**src/hdl/tppwm_pkg.sv**
```systemverilog
// Shared constants for the three-phase up/down PWM timebase
package tppwm_pkg;
    // Register byte offsets
    localparam logic [7:0] OFF_CTRL0 = 8'h00;
    localparam logic [7:0] OFF_CTRL1 = 8'h04;
    localparam logic [7:0] OFF_STATUS = 8'h08;
    localparam logic [7:0] OFF_CYC_BUF = 8'h0C;
    localparam logic [7:0] OFF_CYC_REG = 8'h10;
    localparam logic [7:0] OFF_COUNTER = 8'h14;
    localparam logic [7:0] OFF_DBUF_U = 8'h18;
    localparam logic [7:0] OFF_DBUF_W = 8'h20;
    localparam logic [7:0] OFF_DUTY_U = 8'h24;
    localparam logic [7:0] OFF_DUTY_W = 8'h2C;
    localparam logic [7:0] OFF_IRQ_STAT = 8'h30;
    localparam logic [7:0] OFF_IRQ_CLR = 8'h34;
    localparam logic [7:0] OFF_IRQ_EN = 8'h38;
    // Field positions
    localparam int CTRL0_PEAK_RLD = 0;
    localparam int CTRL0_VALLEY_RLD = 1;
    localparam int CTRL0_PH_EN = 2;
    localparam int CTRL1_CKSEL_LSB = 0;
    localparam int CTRL1_CKSEL_MSB = 1;
    localparam int CTRL1_RUN = 3;
    localparam int STAT_DIR = 0;
    localparam int IRQ_PEAK = 0;
    localparam int IRQ_UFLOW = 1;
    // Sizes and reset values
    localparam int NPH = 3;
    localparam logic [15:0] CTRL0_RST = 16'h0000;
    localparam logic [15:0] CTRL1_RST = 16'h0000;
    localparam logic [15:0] CYCLE_RST = 16'hFFFF;
    localparam logic [15:0] DUTY_RST = 16'h0000;
    localparam logic [1:0] RESP_OKAY = 2'h0;
    localparam logic [1:0] RESP_SLVERR = 2'h2;
    typedef enum logic [1:0] {
        TPPWM_UP = 2'b00,
        TPPWM_DOWN = 2'b01,
        TPPWM_VALLEY = 2'b10
    } tppwm_state_t;
endpackage

```
**src/hdl/tppwm_top.sv**
```systemverilog
// Three-phase PWM timebase, up/down counting, with AXI4-Lite registers
// What this block does
// - After reset the timebase counter counts upward.
// - While running, the counter steps on each selected count tick except the valley hold tick.
// - Counter equal to cycle register requests peak interrupt, flagged at next strobe.
// - From the peak match tick itself the counter decrements.
// - Direction status goes from 1 to 0 at the peak match.
// - Peak reload enable copies all duty buffers into duty registers at peak.
// - Reaching zero while down requests underflow interrupt, flagged at next strobe.
// - At zero underflow the cycle buffer is copied into the cycle register.
// - Valley reload enable copies all duty buffers into duty registers at zero.
// - At the valley zero lasts two count ticks before counting up.
// - Direction status returns from 0 to 1 after the first zero tick, one tick before counting up.
// - Up/down cycling repeats until the run bit is cleared.
// - A PWM phase output is high while counter is at or above its duty.
// - Comparator results reach the phase pins exactly two clocks later.
// - Count clock selection is bits 0 and 1 of the second control register.
// - Writing run bit 1 starts counting, writing 0 halts it.
`timescale 1ns/1ps
module tppwm_top
    import tppwm_pkg::*;
#(
    parameter int CNT_W = 16
) (
    // Clock, reset, clock enable
    input wire logic aclk,
    input wire logic aresetn,
    input wire logic ce,
    // AXI4-Lite write address
    input wire logic [7:0] s_axi_awaddr,
    input wire logic s_axi_awvalid,
    output logic s_axi_awready,
    // AXI4-Lite write data
    input wire logic [31:0] s_axi_wdata,
    input wire logic [3:0] s_axi_wstrb,
    input wire logic s_axi_wvalid,
    output logic s_axi_wready,
    // AXI4-Lite write response
    output logic [1:0] s_axi_bresp,
    output logic s_axi_bvalid,
    input wire logic s_axi_bready,
    // AXI4-Lite read address
    input wire logic [7:0] s_axi_araddr,
    input wire logic s_axi_arvalid,
    output logic s_axi_arready,
    // AXI4-Lite read data
    output logic [31:0] s_axi_rdata,
    output logic [1:0] s_axi_rresp,
    output logic s_axi_rvalid,
    input wire logic s_axi_rready,
    // CPU instruction timing
    input wire logic instruction_start_strobe,
    // Phase pins and interrupt
    output logic [NPH-1:0] phase_pin,
    output logic irq
);
    // Bus capture
    logic aw_held;
    logic w_held;
    logic [7:0] aw_addr;
    logic [31:0] w_data;
    logic [3:0] w_strb;

    // Registers
    logic [15:0] ctrl0;
    logic [15:0] second_control_register;
    logic [CNT_W-1:0] cycle_buffer;
    logic [CNT_W-1:0] cycle_register;
    logic [CNT_W-1:0] timebase_counter;
    logic [CNT_W-1:0] phase_duty_buffer [NPH];
    logic [CNT_W-1:0] phase_duty_register [NPH];
    logic [1:0] irq_stat;
    logic [1:0] irq_en;
    logic [1:0] irq_pend;
    tppwm_state_t state;
    logic count_direction_status;

    // Next values
    tppwm_state_t next_state;
    logic [CNT_W-1:0] next_counter;
    logic next_dir;
    logic peak_ev;
    logic uflow_ev;
    logic [1:0] next_pend;
    logic [1:0] next_stat;
    logic [31:0] next_rdata;
    logic next_rok;

    // Decode
    wire counter_run_bit = second_control_register[CTRL1_RUN];
    wire count_clock_select_lsb = second_control_register[CTRL1_CKSEL_LSB];
    wire count_clock_select_msb = second_control_register[CTRL1_CKSEL_MSB];
    wire peak_reload_enable = ctrl0[CTRL0_PEAK_RLD];
    wire valley_reload_enable = ctrl0[CTRL0_VALLEY_RLD];
    wire [NPH-1:0] phase_pwm_en = ctrl0[CTRL0_PH_EN +: NPH];
    wire wr_go = aw_held && w_held && !s_axi_bvalid;
    wire aw_take = s_axi_awvalid && s_axi_awready;
    wire w_take = s_axi_wvalid && s_axi_wready;
    wire ar_take = s_axi_arvalid && s_axi_arready;
    wire wr_ctrl0 = wr_go && (aw_addr == OFF_CTRL0);
    wire wr_ctrl1 = wr_go && (aw_addr == OFF_CTRL1);
    wire wr_cbuf = wr_go && (aw_addr == OFF_CYC_BUF);
    wire wr_irq_clr = wr_go && (aw_addr == OFF_IRQ_CLR);
    wire wr_irq_en = wr_go && (aw_addr == OFF_IRQ_EN);
    wire wa_dbuf = (aw_addr >= OFF_DBUF_U) && (aw_addr <= OFF_DBUF_W);
    wire [7:0] wa_doff = aw_addr - OFF_DBUF_U;
    wire [1:0] wa_didx = wa_doff[3:2];
    wire wa_ok = (aw_addr[1:0] == 2'h0) && (aw_addr <= OFF_IRQ_EN);
    wire [7:0] ra_doff = s_axi_araddr - OFF_DBUF_U;
    wire [7:0] ra_roff = s_axi_araddr - OFF_DUTY_U;
    wire [1:0] ra_didx = ra_doff[3:2];
    wire [1:0] ra_ridx = ra_roff[3:2];
    wire tick;
    wire halted_load = !counter_run_bit;

    function automatic logic [15:0] merge16(input logic [15:0] old,
                                            input logic [31:0] data,
                                            input logic [3:0] strb);
        logic [15:0] r;
        r = old;
        if (strb[0]) begin
            r[7:0] = data[7:0];
        end
        if (strb[1]) begin
            r[15:8] = data[15:8];
        end
        return r;
    endfunction

    tppwm_prescale u_presc (
        .aclk(aclk),
        .aresetn(aresetn),
        .ce(ce),
        .run(counter_run_bit),
        .sel({count_clock_select_msb, count_clock_select_lsb}),
        .tick(tick)
    );

    // Counting sequence
    always_comb begin
        next_state = state;
        next_counter = timebase_counter;
        next_dir = count_direction_status;
        peak_ev = 1'b0;
        uflow_ev = 1'b0;
        if (counter_run_bit && tick) begin
            unique case (state)
                TPPWM_UP: begin
                    // At or above also catches a cycle lowered below count
                    if (timebase_counter >= cycle_register) begin
                        peak_ev = 1'b1;
                        next_state = TPPWM_DOWN;
                        next_dir = 1'b0;
                        if (timebase_counter != '0) begin
                            next_counter = timebase_counter - 1'b1;
                        end
                    end else begin
                        next_counter = timebase_counter + 1'b1;
                    end
                end
                TPPWM_DOWN: begin
                    if (timebase_counter <= 1) begin
                        uflow_ev = 1'b1;
                        next_counter = '0;
                        next_state = TPPWM_VALLEY;
                    end else begin
                        next_counter = timebase_counter - 1'b1;
                    end
                end
                TPPWM_VALLEY: begin
                    // Zero stays for a second tick, then the climb restarts
                    next_state = TPPWM_UP;
                    next_dir = 1'b1;
                end
                default: begin
                    next_state = TPPWM_UP;
                    next_dir = 1'b1;
                end
            endcase
        end
    end

    always_ff @(posedge aclk) begin
        if (!aresetn) begin
            state <= TPPWM_UP;
            count_direction_status <= 1'b1;
            timebase_counter <= '0;
        end else if (ce) begin
            state <= next_state;
            count_direction_status <= next_dir;
            timebase_counter <= next_counter;
        end
    end

    // Control registers
    always_ff @(posedge aclk) begin
        if (!aresetn) begin
            ctrl0 <= CTRL0_RST;
            second_control_register <= CTRL1_RST;
            irq_en <= 2'h0;
        end else if (ce) begin
            if (wr_ctrl0) begin
                ctrl0 <= merge16(ctrl0, w_data, w_strb);
            end
            if (wr_ctrl1) begin
                second_control_register <=
                    merge16(second_control_register, w_data, w_strb);
            end
            if (wr_irq_en && w_strb[0]) begin
                irq_en <= w_data[1:0];
            end
        end
    end

    // Cycle register; a halted counter lets buffer writes pass straight on
    always_ff @(posedge aclk) begin
        if (!aresetn) begin
            cycle_buffer <= CYCLE_RST;
            cycle_register <= CYCLE_RST;
        end else if (ce) begin
            if (wr_cbuf) begin
                cycle_buffer <= merge16(cycle_buffer, w_data, w_strb);
            end
            if (wr_cbuf && halted_load) begin
                cycle_register <= merge16(cycle_buffer, w_data, w_strb);
            end else if (uflow_ev) begin
                cycle_register <= cycle_buffer;
            end
        end
    end

    // Duty buffers and duty registers, one pair per phase
    for (genvar i = 0; i < NPH; i++) begin : g_duty
        wire wr_me = wr_go && wa_dbuf && (wa_didx == 2'(i));
        wire [15:0] wval = merge16(phase_duty_buffer[i], w_data, w_strb);
        wire peak_ld = peak_ev && peak_reload_enable;
        wire valley_ld = uflow_ev && valley_reload_enable;

        always_ff @(posedge aclk) begin
            if (!aresetn) begin
                phase_duty_buffer[i] <= DUTY_RST;
                phase_duty_register[i] <= DUTY_RST;
            end else if (ce) begin
                if (wr_me) begin
                    phase_duty_buffer[i] <= wval;
                end
                if (wr_me && halted_load) begin
                    phase_duty_register[i] <= wval;
                end else if (peak_ld || valley_ld) begin
                    phase_duty_register[i] <= phase_duty_buffer[i];
                end
            end
        end

        tppwm_phase #(
            .CNT_W(CNT_W)
        ) u_phase (
            .aclk(aclk),
            .aresetn(aresetn),
            .ce(ce),
            .counter(timebase_counter),
            .duty(phase_duty_register[i]),
            .enable(phase_pwm_en[i]),
            .pin(phase_pin[i])
        );
    end

    // Events wait for the instruction start strobe; a new event beats a clear
    wire [1:0] ev = {uflow_ev, peak_ev};
    wire [1:0] strobe2 = {2{instruction_start_strobe}};
    wire [1:0] clr = (wr_irq_clr && w_strb[0]) ? w_data[1:0] : 2'h0;

    always_comb begin
        next_pend = (irq_pend & ~strobe2) | ev;
        next_stat = (irq_stat & ~clr) | (irq_pend & strobe2);
    end

    always_ff @(posedge aclk) begin
        if (!aresetn) begin
            irq_pend <= 2'h0;
            irq_stat <= 2'h0;
            irq <= 1'b0;
        end else if (ce) begin
            irq_pend <= next_pend;
            irq_stat <= next_stat;
            irq <= |(irq_stat & irq_en);
        end
    end

    // Read selection
    always_comb begin
        next_rdata = 32'h0;
        next_rok = 1'b1;
        if (s_axi_araddr[1:0] != 2'h0) begin
            next_rok = 1'b0;
        end else if (s_axi_araddr >= OFF_DBUF_U &&
                     s_axi_araddr <= OFF_DBUF_W) begin
            next_rdata[15:0] = phase_duty_buffer[ra_didx];
        end else if (s_axi_araddr >= OFF_DUTY_U &&
                     s_axi_araddr <= OFF_DUTY_W) begin
            next_rdata[15:0] = phase_duty_register[ra_ridx];
        end else begin
            unique case (s_axi_araddr)
                OFF_CTRL0: next_rdata[15:0] = ctrl0;
                OFF_CTRL1: next_rdata[15:0] = second_control_register;
                OFF_STATUS: next_rdata[STAT_DIR] = count_direction_status;
                OFF_CYC_BUF: next_rdata[15:0] = cycle_buffer;
                OFF_CYC_REG: next_rdata[15:0] = cycle_register;
                OFF_COUNTER: next_rdata[15:0] = timebase_counter;
                OFF_IRQ_STAT: next_rdata[1:0] = irq_stat;
                OFF_IRQ_CLR: next_rdata = 32'h0;
                OFF_IRQ_EN: next_rdata[1:0] = irq_en;
                default: next_rok = 1'b0;
            endcase
        end
    end

    // Write channels: address and data may arrive in either order
    always_ff @(posedge aclk) begin
        if (!aresetn) begin
            aw_held <= 1'b0;
            w_held <= 1'b0;
            aw_addr <= 8'h00;
            w_data <= 32'h0;
            w_strb <= 4'h0;
            s_axi_awready <= 1'b1;
            s_axi_wready <= 1'b1;
        end else if (ce) begin
            if (aw_take) begin
                aw_held <= 1'b1;
                aw_addr <= s_axi_awaddr;
                s_axi_awready <= 1'b0;
            end else if (wr_go) begin
                aw_held <= 1'b0;
            end
            if (w_take) begin
                w_held <= 1'b1;
                w_data <= s_axi_wdata;
                w_strb <= s_axi_wstrb;
                s_axi_wready <= 1'b0;
            end else if (wr_go) begin
                w_held <= 1'b0;
            end
            if (s_axi_bvalid && s_axi_bready) begin
                s_axi_awready <= 1'b1;
                s_axi_wready <= 1'b1;
            end
        end
    end

    always_ff @(posedge aclk) begin
        if (!aresetn) begin
            s_axi_bvalid <= 1'b0;
            s_axi_bresp <= RESP_OKAY;
        end else if (ce) begin
            if (wr_go) begin
                s_axi_bvalid <= 1'b1;
                s_axi_bresp <= wa_ok ? RESP_OKAY : RESP_SLVERR;
            end else if (s_axi_bready) begin
                s_axi_bvalid <= 1'b0;
            end
        end
    end

    // Read channel: one read in flight
    always_ff @(posedge aclk) begin
        if (!aresetn) begin
            s_axi_arready <= 1'b1;
            s_axi_rvalid <= 1'b0;
            s_axi_rdata <= 32'h0;
            s_axi_rresp <= RESP_OKAY;
        end else if (ce) begin
            if (ar_take) begin
                s_axi_arready <= 1'b0;
                s_axi_rvalid <= 1'b1;
                s_axi_rdata <= next_rdata;
                s_axi_rresp <= next_rok ? RESP_OKAY : RESP_SLVERR;
            end else if (s_axi_rvalid && s_axi_rready) begin
                s_axi_rvalid <= 1'b0;
                s_axi_arready <= 1'b1;
            end
        end
    end
endmodule

```
**src/hdl/tppwm_prescale.sv**
```systemverilog
// Count clock prescaler: one tick every 1, 2, 4 or 8 cycles
`timescale 1ns/1ps
module tppwm_prescale (
    // Clock and reset
    input wire logic aclk,
    input wire logic aresetn,
    input wire logic ce,
    // Control
    input wire logic run,
    input wire logic [1:0] sel,
    // Tick
    output logic tick
);
    logic [2:0] div;
    logic [2:0] mask;

    assign mask = (sel == 2'h0) ? 3'h0 :
                  (sel == 2'h1) ? 3'h1 :
                  (sel == 2'h2) ? 3'h3 : 3'h7;
    assign tick = run && ((div & mask) == mask);

    // Restarting from zero keeps the first tick after a start aligned
    always_ff @(posedge aclk) begin
        if (!aresetn) begin
            div <= 3'h0;
        end else if (ce) begin
            div <= run ? div + 3'h1 : 3'h0;
        end
    end
endmodule

```
**src/hdl/tppwm_phase.sv**
```systemverilog
// One phase: magnitude comparator followed by a two-cycle pin delay
`timescale 1ns/1ps
module tppwm_phase #(
    parameter int CNT_W = 16
) (
    // Clock and reset
    input wire logic aclk,
    input wire logic aresetn,
    input wire logic ce,
    // Compare inputs
    input wire logic [CNT_W-1:0] counter,
    input wire logic [CNT_W-1:0] duty,
    input wire logic enable,
    // Pin
    output logic pin
);
    logic stage;
    logic cmp;

    assign cmp = enable && (counter >= duty);

    always_ff @(posedge aclk) begin
        if (!aresetn) begin
            stage <= 1'b0;
            pin <= 1'b0;
        end else if (ce) begin
            stage <= cmp;
            pin <= stage;
        end
    end
endmodule

```
**config.mk**
```make
export PLATFORM = sky130hd
export DESIGN_NAME = tppwm_top
export DESIGN_NICKNAME = d
export VERILOG_FILES = /design/src/hdl/tppwm_pkg.sv /design/src/hdl/tppwm_top.sv /design/src/hdl/tppwm_prescale.sv /design/src/hdl/tppwm_phase.sv
export SDC_FILE = /design/constraint.sdc
export NUM_CORES = 1
export LEC_CHECK = 0
export ABC_AREA = 0
export BUFFER_PORTS_ARGS = -buffer_cell sky130_fd_sc_hd__buf_4
export CAP_MARGIN = 10
export CORE_MARGIN = 3
export CORE_UTILIZATION = 62
export DETAILED_ROUTE_END_ITERATION = 10
export PLACE_DENSITY_LB_ADDON = 0.2
export SYNTH_ARGS = -nofsm -noshare
export SYNTH_HDL_FRONTEND = slang
export SYNTH_SLANG_ARGS = --single-unit
```
**constraint.sdc**
```tcl
create_clock -name aclk -period 6.84 [get_ports aclk]
set_input_delay 0.684 -clock aclk [delete_from_list [all_inputs] [get_ports aclk]]
set_output_delay 0.684 -clock aclk [all_outputs]
set_load 0.03 [all_outputs]
```
After elaboration in Yosys (flattened, before gate mapping)
Memory sizes are Yosys's and may differ from the RTL's.
Cells that the tools add are included.
Widths: inputs -> output; s select.
{"block": "word_totals", "register_bits": 168, "ram_bits": 96, "elab_cells": 269, "memories": 2}
{"memory": "phase_duty_buffer", "words": 3, "word_bits": 16, "rd": 4, "rd_clocked_by_memory_dff": 0, "write_ports": 3, "line": "tppwm_top.sv:70", "rtl": "logic [CNT_W-1:0] phase_duty_buffer [NPH];"}
{"memory": "phase_duty_register", "words": 3, "word_bits": 16, "rd": 4, "rd_clocked_by_memory_dff": 0, "write_ports": 3, "line": "tppwm_top.sv:71", "rtl": "logic [CNT_W-1:0] phase_duty_register [NPH];"}
{"block": "op_classes", "addsub": 6, "n_lt_le_gt_ge": 12, "n_eq_ne": 21, "n_mux": 102, "n_bitwise": 19, "reduce_logical": 74}
{"op": "$mux 16", "n": 17}
{"op": "$pmux 14 s5", "n": 1}
{"op": "$ge 16x16->1", "n": 4}
{"op": "$mux 8", "n": 8}
{"op": "$mux 1", "n": 62}
{"op": "$eq 8x6->1 const B", "n": 5}
{"op": "$logic_and 1x1->1", "n": 33}
{"op": "$le 8x6->1 const B", "n": 4}
{"op": "$pmux 16 s2", "n": 1}
{"op": "$reduce_and 2->1", "n": 13}
{"op": "$eq 8x4->1 const B", "n": 3}
{"op": "$reduce_bool 2->1", "n": 9}
{"op": "$add 16x1->16 const B", "n": 1}
{"op": "$eq 8x3->1 const B", "n": 2}
{"op": "$eq 8x5->1 const B", "n": 2}
{"op": "$ge 8x5->1 const B", "n": 2}
{"op": "$le 16x1->1 const B", "n": 1}
{"op": "$logic_not 8->1", "n": 2}
{"op": "$reduce_bool 16->1", "n": 1}
{"op": "$sub 16x1->16 const B", "n": 1}
{"op": "$mux 3", "n": 4}
{"op": "$reduce_and 3->1", "n": 4}
{"op": "$reduce_and 4->1", "n": 3}
{"op": "$mux 2", "n": 5}
{"op": "24 further kinds", "n": 46}

Logic depth before layout (Yosys ltp)
Gate-level depths: netlist of run 1.
{"block": "logic_depth", "depth_word": 17, "depth_mapped": 13, "mapped_depth_nobuf": 9}

Cells and area by module
A second synthesis of run 1 with hierarchy kept.
{"block": "unflattened", "cells_unflattened": 1643, "hier_area_um2": 14252.4}
{"mod": "tppwm_top", "instances": 1, "cells_per_inst": 1428, "area_each_um2": 12577.1}
{"mod": "tppwm_phase", "instances": 3, "cells_per_inst": 65, "area_each_um2": 501.7}
{"mod": "tppwm_prescale", "instances": 1, "cells_per_inst": 20, "area_each_um2": 170.2}

Least setup slack after synthesis of run 1
OpenSTA, ideal clock, no wires.
{"block": "synth_path", "kind": "input port to flip-flop", "from": "input port s_axi_araddr[2]", "to": "register s_axi_rdata[12]", "setup_ns": 0.132, "arrival_ns": 3.177, "required_ns": 6.708, "setup_slack_ns": 3.530, "path_stages": 13, "n_path_buf": 4, "path_cell_list": "clkbuf_1 -> buf_2 -> buf_2 -> inv_1 -> ha_1 -> nor3b_1 -> clkbuf_1 -> a222oi_1 -> o21ai_0 -> a222oi_1 -> o21ai_0 -> nand2_1 -> a21oi_1"}
{"block": "synth_between", "elab_chain_cells": 5, "word_cells_on_any_way": 19, "cone_classes": "2 x add/sub; 4 x order compare; 4 x eq/ne; 4 x mux; 3 x reduce/logical; 2 x memory"}
{"item": "start, declared", "line": "tppwm_top.sv:43", "rtl": "input wire logic [7:0] s_axi_araddr,"}
{"item": "$sub 4x3->4 (tied with other cells)", "line": "tppwm_top.sv:110", "rtl": "wire [7:0] ra_roff = s_axi_araddr - OFF_DUTY_U;"}
{"item": "$mem_v2 3x16 (tied with other cells)"}
{"item": "$mux 16", "line": "tppwm_top.sv:299", "rtl": "end else if (s_axi_araddr >= OFF_DUTY_U &&"}
{"item": "$mux 16 *", "line": "tppwm_top.sv:296", "rtl": "end else if (s_axi_araddr >= OFF_DBUF_U &&"}
{"item": "$mux 16 *", "line": "tppwm_top.sv:294", "rtl": "if (s_axi_araddr[1:0] != 2'h0) begin"}
{"item": "end signal, assigned", "line": "tppwm_top.sv:376", "rtl": "s_axi_rdata <= next_rdata;"}
{"item": "end, declared", "line": "tppwm_top.sv:47", "rtl": "output logic [31:0] s_axi_rdata,"}
Mark *: on every way between the ends. The rest lies on a longest branch, timed or not.
A chain may end at the register's enable or synchronous reset.

==> key figures, run 1 <==
Finish
  • Area Overhead vs Synth: 9.14%
  • Fill cells: 1731
  • Layout cells sized above 1: 12.0%
  • Final core utilization: 70.2%
  • Final Cell Area: 0.0156 mm^2
  • Nets: 1731
  • # diodes: 0

STA
  • Final min period: 3930 ps
  • Final hold vios: 0
  • Fmax: 255 MHz
  • Final setup margin: 2910 ps
  • Tcrit/Tclk final: 57.4%
  • Worst rel slew slack: 19.6%
  • Final slew viol count: 0
  • RSZ-0062 raised after global routing: false
  • Final setup violation count: 0
  • Clock Skew: 9.98 ps
  • Final setup TNS: 0 ps
  • Worst-Margin Slew: 1200 ps

Critical path
  • CP required: 6920 ps
  • CP bufs+invs: 2
  • Setup crit end kind: flip-flop
  • Arrival time at the worst endpoint: 4010 ps
  • CP delay by family, top: simple AND/OR/NAND/NOR gates
  • Slowest library cell on the worst path: nand3_1
  • Worst setup SP type: flip-flop
  • Crit path from: timebase_counter[0]
  • Worst stage delay on the critical path: 590 ps
  • Crit path kind: flip-flop to flip-flop
  • Crit Reg-Reg Startpoint: timebase_counter[0]
  • Crit path cell chain: inv_1, ha_1, nand2b_1, a2111oi_2, o311a_1, o21ai_2, buf_4, nand4_2, and2_1, nand3_1
  • CP max FO: 20

Routing
  • Drt pass-1 iters: 7
  • Post-DRT Antenna Nets: 0
  • Post-route DRC: 0
  • Initial DRC Count: 1874
  • Post-Route WL: 43.4 mm
  • Vias per cell: 6.63
  • Via count: 12573
  • Routed WL per cell: 22.9 um

Yosys
  • Count leader, synth: nand2_1
  • Seq/Total Area, Yosys: 41.2%
  • Mux cell area share after synthesis: 6.39%
  • Synth unique cells: 87
  • Post-synthesis async set-or-reset flop share: 0%
  • Dominant synthesized flop cell: dfxtp_1
  • Synth Area in XOR/XNOR: 0.490%
  • Mapped Cells: 1595
  • EDFF count, synth: 96
  • Largest family of logic cells by synthesized area: compound AO/OA/AOI/OAI gates
  • Synth Area in Compound Gates: 21.2%
  • Top cells by area, synth: dfxtp_1 (21%), edfxtp_1 (20%), nand2_1 (6.5%), ha_1 (6.4%), mux2i_1 (6.2%)
  • Synth area leader: dfxtp_1
  • Simple logic cell fraction of the synthesized area: 17.7%
  • Yosys top cell area share: 21.0%
  • Post-synthesis adder-cell area fraction: 6.39%
  • Synth Warn #: 0
  • Synthesized flop and latch total: 246
  • Synthesized area: 0.0143 mm^2
  • Mean Syn Cell Area: 8.96 um^2
  • Commonest cells in the netlist: nand2_1 (246), a21oi_1 (173), dfxtp_1 (150)

Power
  • Switching share of power: 25.4%
  • Combinational share of power: 7.5%
  • Switch Pwr: 0.000827 W
  • Internal: 0.00243 W
  • PwrDens: 209 mW/mm^2
  • Sequential share of power: 49.1%
  • Clk pwr share: 43.3%
  • Peak VDD IR: 0.000235 V
  • Leak pwr: 6.50 nW

Floorplan
  • Core area: 0.0222 mm^2
  • Initial Util: 64.3%
  • Die span in y: 158 um
  • Die W: 158 um
  • Die area: 0.0249 mm^2
  • IO Count: 106
  • Rows: 54

Min path
  • Worst min-delay path class: primary input to flip-flop
  • Worst hold start: s_axi_wdata[9]

GRT
  • Largest net degree at the start of global routing: 58
  • Initial antenna violation count: 1
  • Global-route wire length before repair: 65.9 mm
  • Peak-usage layer in the global routing report: met2
  • Number of global-route vias before repair: 11439
  • GRT Util Overall: 34.2%
  • Met1 Use GR: 49.6%
  • Grt met2 use: 50.6%
  • M3 GR Usage: 5.22%
  • Total congestion overflow: 0

Clocking
  • CTS max path bufs: 3
  • Post-cts resize count: 0
  • Clk Latency, worst-skew pair: 560 ps
  • Cts bufs inserted: 26
  • Post-CTS setup buffers: 0
  • Root Buffer: clkbuf_16
  • Clock slew at reported path FFs: 70 ps
  • Sink Count: 246
  • H-tree depth: 1
  • Hold_buf cts: 0
  • CTS tree: yes

Placement
  • DP Worst Slack: 2870 ps
  • Post-DP HPWL: 31.1 mm
  • Placed inst area: 0.0147 mm^2
  • PortBufs: 69
  • RD Place Congestion: 0.985

Run status
  • Status: finished, final reports clean

Run
  • Max-cap violations: 0
==> cell usage in the layout (no fill, tap or decap), types with 5 or more instances in the layout <==
master	synthesis	routed
or4_1	5	5
o21ai_0	29	27
nand2_1	246	246
nand3_1	36	36
o21ai_1	5	7
nor4_1	5	5
inv_1	75	74
a2111oi_0	5	5
ha_1	73	73
a211oi_1	14	14
o2bb2ai_1	17	17
edfxtp_1	96	96
a22o_1	38	38
a21oi_1	173	173
clkinv_1	3	11
nand2b_1	10	10
o211ai_2	22	22
or3_1	10	10
o221ai_1	7	7
and3_1	13	13
conb_1	1	18
xor2_1	5	5
a22oi_1	13	13
nand2_2	15	15
o211ai_1	15	15
mux2i_1	89	89
dfxtp_1	150	150
nor3_1	33	33
buf_4	22	89
a222oi_1	18	18
nor2_1	104	104
o21a_1	5	5
a21o_1	27	27
clkbuf_16	0	27
nand4_1	15	15
==> worst paths after layout <==
| kind | end | slack, ps | depth (start not counted) |
|---|---|---|---|
| max | phase_duty_register[2][11] | 2910 | 10 |
| min | w_data[9] | 380 | 3 |
| max reg2reg | phase_duty_register[2][11] | 2910 | 10 |
| min reg2reg | s_axi_rdata[12] | 450 | 2 |
==> per-layer routing <==
| metal | share of wire, % | vias up |
|---|---|---|
| met2 | 42 | 758 |
| li1 | - | 5761 |
| met4 | 5.5 | 2 |
| met1 | 42 | 5911 |
| met3 | 11 | 141 |
| met5 | 0.037 | - |
==> worst register-to-register path, stage by stage (launching register included) <==
cell and delay (ps):
dfxtp_1 500, inv_1 250, ha_1 320, nand2b_1 160
a2111oi_2 390, o311a_1 300, o21ai_2 70, buf_4 220
nand4_2 340, and2_1 300, nand3_1 590
==> per-stage QoR <==
stage	hold WS [ps]	total power, W	cells
after global placement	439	0.00186	1849
final	377	0.00326	1897
after CTS	372	0.00325	1897
after floorplan	431	0.00178	1612
after detailed placement	444	0.00187	1849
after global routing	376	0.00334	1897
==> state kept, by name, summed over array words and instances (netlist names), 16 cells and up <==
name,cells
phase_duty_buffer,48
phase_duty_register,48
ctrl0,16
cycle_buffer,16
cycle_register,16
s_axi_rdata,16
second_control_register,16
timebase_counter,16
w_data,16
==> cell type report <==
class,instances,area (um^2),area share [%]
Multi-Input combinational cell,1156,7550,48.4
Sequential cell,246,5890,37.7
Clock buffer,30,687,4.40
Timing Repair Buffer,89,668,4.28
Tap cell,280,350,2.25
Inverter,78,293,1.88
Clock inverter,18,166,1.07
==> power groups by stage <==
| stage | clock (W) | sequential [W] | combinational (W) |
|---|---|---|---|
| after floorplan | 0 | 0.00161 | 0.000165 |
| after detailed placement | 0 | 0.00163 | 0.000240 |
| after global placement | 0 | 0.00163 | 0.000236 |
| after CTS | 0.00141 | 0.00160 | 0.000242 |
| final | 0.00141 | 0.00160 | 0.000246 |
| after global routing | 0.00147 | 0.00160 | 0.000265 |
==> cells by family (layout without fill, tap and decap cells) <==
family	Yosys count	in the layout
AND/OR/NAND/NOR	536	536
other	1	18
flip-flops	246	246
multiplexers	91	91
adder cells (fa/ha/maj)	73	73
XOR/XNOR	8	8
AO/OA/AOI/OAI	430	430
buffers and inverters	210	215
(Power assumes the default switching activity.)
==> run 2, diff against run 1 <==
--- a/config.mk
+++ b/config.mk
@@ -5,11 +5,11 @@
 export SDC_FILE = /design/constraint.sdc
 export NUM_CORES = 1
 export LEC_CHECK = 0
-export ABC_AREA = 0
+export ABC_AREA = 1
 export BUFFER_PORTS_ARGS = -buffer_cell sky130_fd_sc_hd__buf_4
 export CAP_MARGIN = 10
 export CORE_MARGIN = 3
-export CORE_UTILIZATION = 62
+export CORE_UTILIZATION = 55
 export DETAILED_ROUTE_END_ITERATION = 10
 export PLACE_DENSITY_LB_ADDON = 0.2
 export SYNTH_ARGS = -nofsm -noshare
==> constraint.sdc (replaced) <==
create_clock -name aclk -period 3.2 [get_ports aclk]
set_input_delay 0.32 -clock aclk [delete_from_list [all_inputs] [get_ports aclk]]
set_output_delay 0.32 -clock aclk [all_outputs]
set_load 0.03 [all_outputs]
==> key figures, run 2 <==
Run status
  • Status: finished, final reports clean (unchanged)

Critical path
  • Setup crit end kind: flip-flop (unchanged)
  • Worst setup SP type: flip-flop (unchanged)
  • Crit path kind: flip-flop to flip-flop (unchanged)
  • FF-to-FF path depth: 10 (unchanged)
  • R2r setup slk: 410 ps (was 2910 ps)
  • Arrival time at the worst endpoint: 3060 ps (was 4010 ps)
  • CP required: 3470 ps (was 6920 ps)
  • CP max FO: 36 (was 20)

GRT
  • Largest net degree at the start of global routing: 64 (was 58)
  • Number of global-route vias before repair: 12925 (was 11439)
  • Total congestion overflow: 0 (unchanged)
  • Initial antenna violation count: 0 (was 1)
  • Global-route wire length before repair: 68.7 mm (was 65.9 mm)
  • GRT Util Overall: 30.3% (was 34.2%)

Power
  • Switch Pwr: 0.00178 W (was 0.000827 W)
  • Clk pwr share: 44.4% (was 43.3%)
  • Combinational share of power: 7.7% (was 7.5%)
  • Tot Pwr: 0.00707 W (was 0.00326 W)
  • Internal: 0.00530 W (was 0.00243 W)
  • Sequential share of power: 47.9% (was 49.1%)
  • Leak pwr: 7.53 nW (was 6.50 nW)
  • PwrDens: 436 mW/mm^2 (was 209 mW/mm^2)
  • Peak VDD IR: 0.000398 V (was 0.000235 V)
  • Switching share of power: 25.1% (was 25.4%)

Placement
  • RD Place Congestion: 0.935 (was 0.985)
  • PortBufs: 69 (unchanged)
  • Post-DP HPWL: 31.8 mm (was 31.1 mm)

Clocking
  • Cts bufs inserted: 27 (was 26)
  • Post-cts resize count: 0 (unchanged)
  • H-tree depth: 1 (unchanged)
  • Clock slew at reported path FFs: 70 ps (about the same)
  • Post-CTS setup buffers: 0 (unchanged)
  • Root Buffer: clkbuf_16 (unchanged)
  • Clk Latency, worst-skew pair: 540 ps (was 560 ps)
  • CTS max path bufs: 3 (unchanged)
  • Sink Count: 246 (unchanged)
  • CTS tree: yes (unchanged)
  • Hold_buf cts: 0 (unchanged)

Finish
  • Fill cells: 2344 (was 1731)
  • Layout cells sized above 1: 11.2% (was 12.0%)
  • Most common library cell in the layout ignoring fill and taps: nand2_1 (unchanged)
  • Biggest regs: phase_duty_buffer x48, phase_duty_register x48 (unchanged)
  • Area Overhead vs Synth: 11.0% (was 9.14%)
  • Area of the multi-input gates: 0.00738 mm^2 (was 0.00755 mm^2)
  • Commonest non-fill, non-tap cells in the layout: nand2_1 (454), a21oi_1 (224), inv_1 (195) (was nand2_1 (246), a21oi_1 (173), dfxtp_1 (150))
  • Nets: 2149 (was 1731)
  • Register area: 0.00589 mm^2 (unchanged)
  • # diodes: 0 (unchanged)

Yosys
  • EDFF count, synth: 96 (unchanged)
  • Mean Syn Cell Area: 7.41 um^2 (was 8.96 um^2)
  • Synth unique cells: 47 (was 87)
  • Commonest cells in the netlist: nand2_1 (454), a21oi_1 (224), inv_1 (195) (was nand2_1 (246), a21oi_1 (173), dfxtp_1 (150))
  • Synth Warn #: 0 (unchanged)
  • Synthesized area: 0.0146 mm^2 (was 0.0143 mm^2)
  • Synth area leader: dfxtp_1 (unchanged)
  • Mapped Cells: 1971 (was 1595)
  • Top cells by area, synth: dfxtp_1 (21%), edfxtp_1 (20%), nand2_1 (12%), a21oi_1 (7.7%), ha_1 (6.3%) (was dfxtp_1 (21%), edfxtp_1 (20%), nand2_1 (6.5%), ha_1 (6.4%), mux2i_1 (6.2%))
  • Post-synthesis async set-or-reset flop share: 0% (unchanged)
  • Count leader, synth: nand2_1 (unchanged)
  • Dominant synthesized flop cell: dfxtp_1 (unchanged)
  • Seq/Total Area, Yosys: 40.3% (was 41.2%)
  • Yosys top cell area share: 20.6% (was 21.0%)
  • Synthesized flop and latch total: 246 (unchanged)

Routing
  • Post-route DRC: 0 (unchanged)
  • Initial DRC Count: 1394 (was 1874)
  • Post-Route WL: 44.1 mm (was 43.4 mm)
  • Post-DRT Antenna Nets: 0 (unchanged)
  • Drt pass-1 iters: 6 (was 7)
  • Vias per cell: 5.75 (was 6.63)
  • Routed WL per cell: 18.6 um (was 22.9 um)
  • Via count: 13637 (was 12573)

STA
  • Fmax: 358 MHz (was 255 MHz)
  • Final hold vios: 0 (unchanged)
  • Clock Skew: 12.5 ps (was 9.98 ps)
  • Worst rel slew slack: 27.0% (was 19.6%)
  • RSZ-0062 raised after global routing: false (unchanged)
  • Final min period: 2790 ps (was 3930 ps)
  • Final slew viol count: 0 (unchanged)
  • Final setup TNS: 0 ps (unchanged)
  • Tcrit/Tclk final: 87.2% (was 57.4%)
  • Worst hold slack: 47.8 ps (was 377 ps)
  • Final setup violation count: 0 (unchanged)
  • Worst-Margin Slew: 1090 ps (was 1200 ps)

Floorplan
  • IO Count: 106 (unchanged)
  • Core area: 0.0261 mm^2 (was 0.0222 mm^2)
  • Rows: 59 (was 54)
  • Die span in y: 169 um (was 158 um)
  • Die W: 169 um (was 158 um)
  • Initial Util: 56.1% (was 64.3%)
  • Die area: 0.0286 mm^2 (was 0.0249 mm^2)

Run
  • Max-cap violations: 0 (unchanged)

Min path
  • Worst min-delay path class: primary input to flip-flop (unchanged)
  • Hold depth: 4 (was 3)
[run 2: final timing paths]
kind | start | endpoint
setup reg to reg | timebase_counter[1] | phase_duty_register[1][6]
hold / removal | s_axi_wvalid | s_axi_wready
setup / recovery | timebase_counter[1] | phase_duty_register[1][6]
hold reg to reg | second_control_register[7] | second_control_register[7]
[run 2: power groups by stage]
stage	sequential [W]	clock, W	combinational [W]
2_1_floorplan	0.00344	0	0.000366
3_3_place_gp	0.00345	0	0.000528
3_5_place_dp	0.00345	0	0.000538
4_1_cts	0.00338	0.00317	0.000540
5_1_grt	0.00339	0.00329	0.000599
6_report	0.00338	0.00314	0.000546
[run 2: final cells by class]
| class | count | share of cell area (%) |
|---|---|---|
| Tap cell | 335 | 2.58 |
| Sequential cell | 246 | 36.3 |
| Timing Repair Buffer | 113 | 5.23 |
| Clock inverter | 12 | 0.486 |
| Inverter | 207 | 4.81 |
| Multi-Input combinational cell | 1420 | 45.5 |
| Clock buffer | 37 | 5.09 |
[run 2: metal layers]
metal  routed length [um]  global-route usage (%)  vias to the layer above  share of wire (%)
met5                    0                       0                        -                  0
met4                 2580                    15.6                        0                5.8
met3                 3820                    5.09                      137                8.7
met2                19400                    48.1                      625                 44
met1                18300                    40.1                     6252                 41
li1                     -                       -                     6623                  -
[run 2: critical path, stage by stage, from the launching register on]
cell and delay, ps:
dfxtp_1 590, inv_1 220, ha_1 300, or2_2 320
nand3_2 110, nor2_4 50, nand2_1 120, nand2_4 90
inv_4 320, nand3_1 130, buf_4 260
[run 2: cells by family after synthesis]
family / share of synthesized area (%)
DFF: 40.3
other: 0.0257
and+or+nand+nor: 24.1
xor gates and xnor gates: 1.50
buffers and inverters: 9.64
adders and majority gates: 6.25
AOI/OAI and AO/OA: 18.2
[run 2: stage by stage]
stage / instance area (um^2) / setup WS (ps) / utilization, % / instances
after detailed placement: 15300 / 458 / 58.8 / 2321
after floorplan: 14700 / 647 / - / 1988
after global placement: 15300 / 526 / 58.8 / 2321
final: 16200 / 409 / 62.3 / 2370
after CTS: 16200 / 449 / 62.3 / 2370
after global routing: 16200 / 297 / 62.3 / 2370
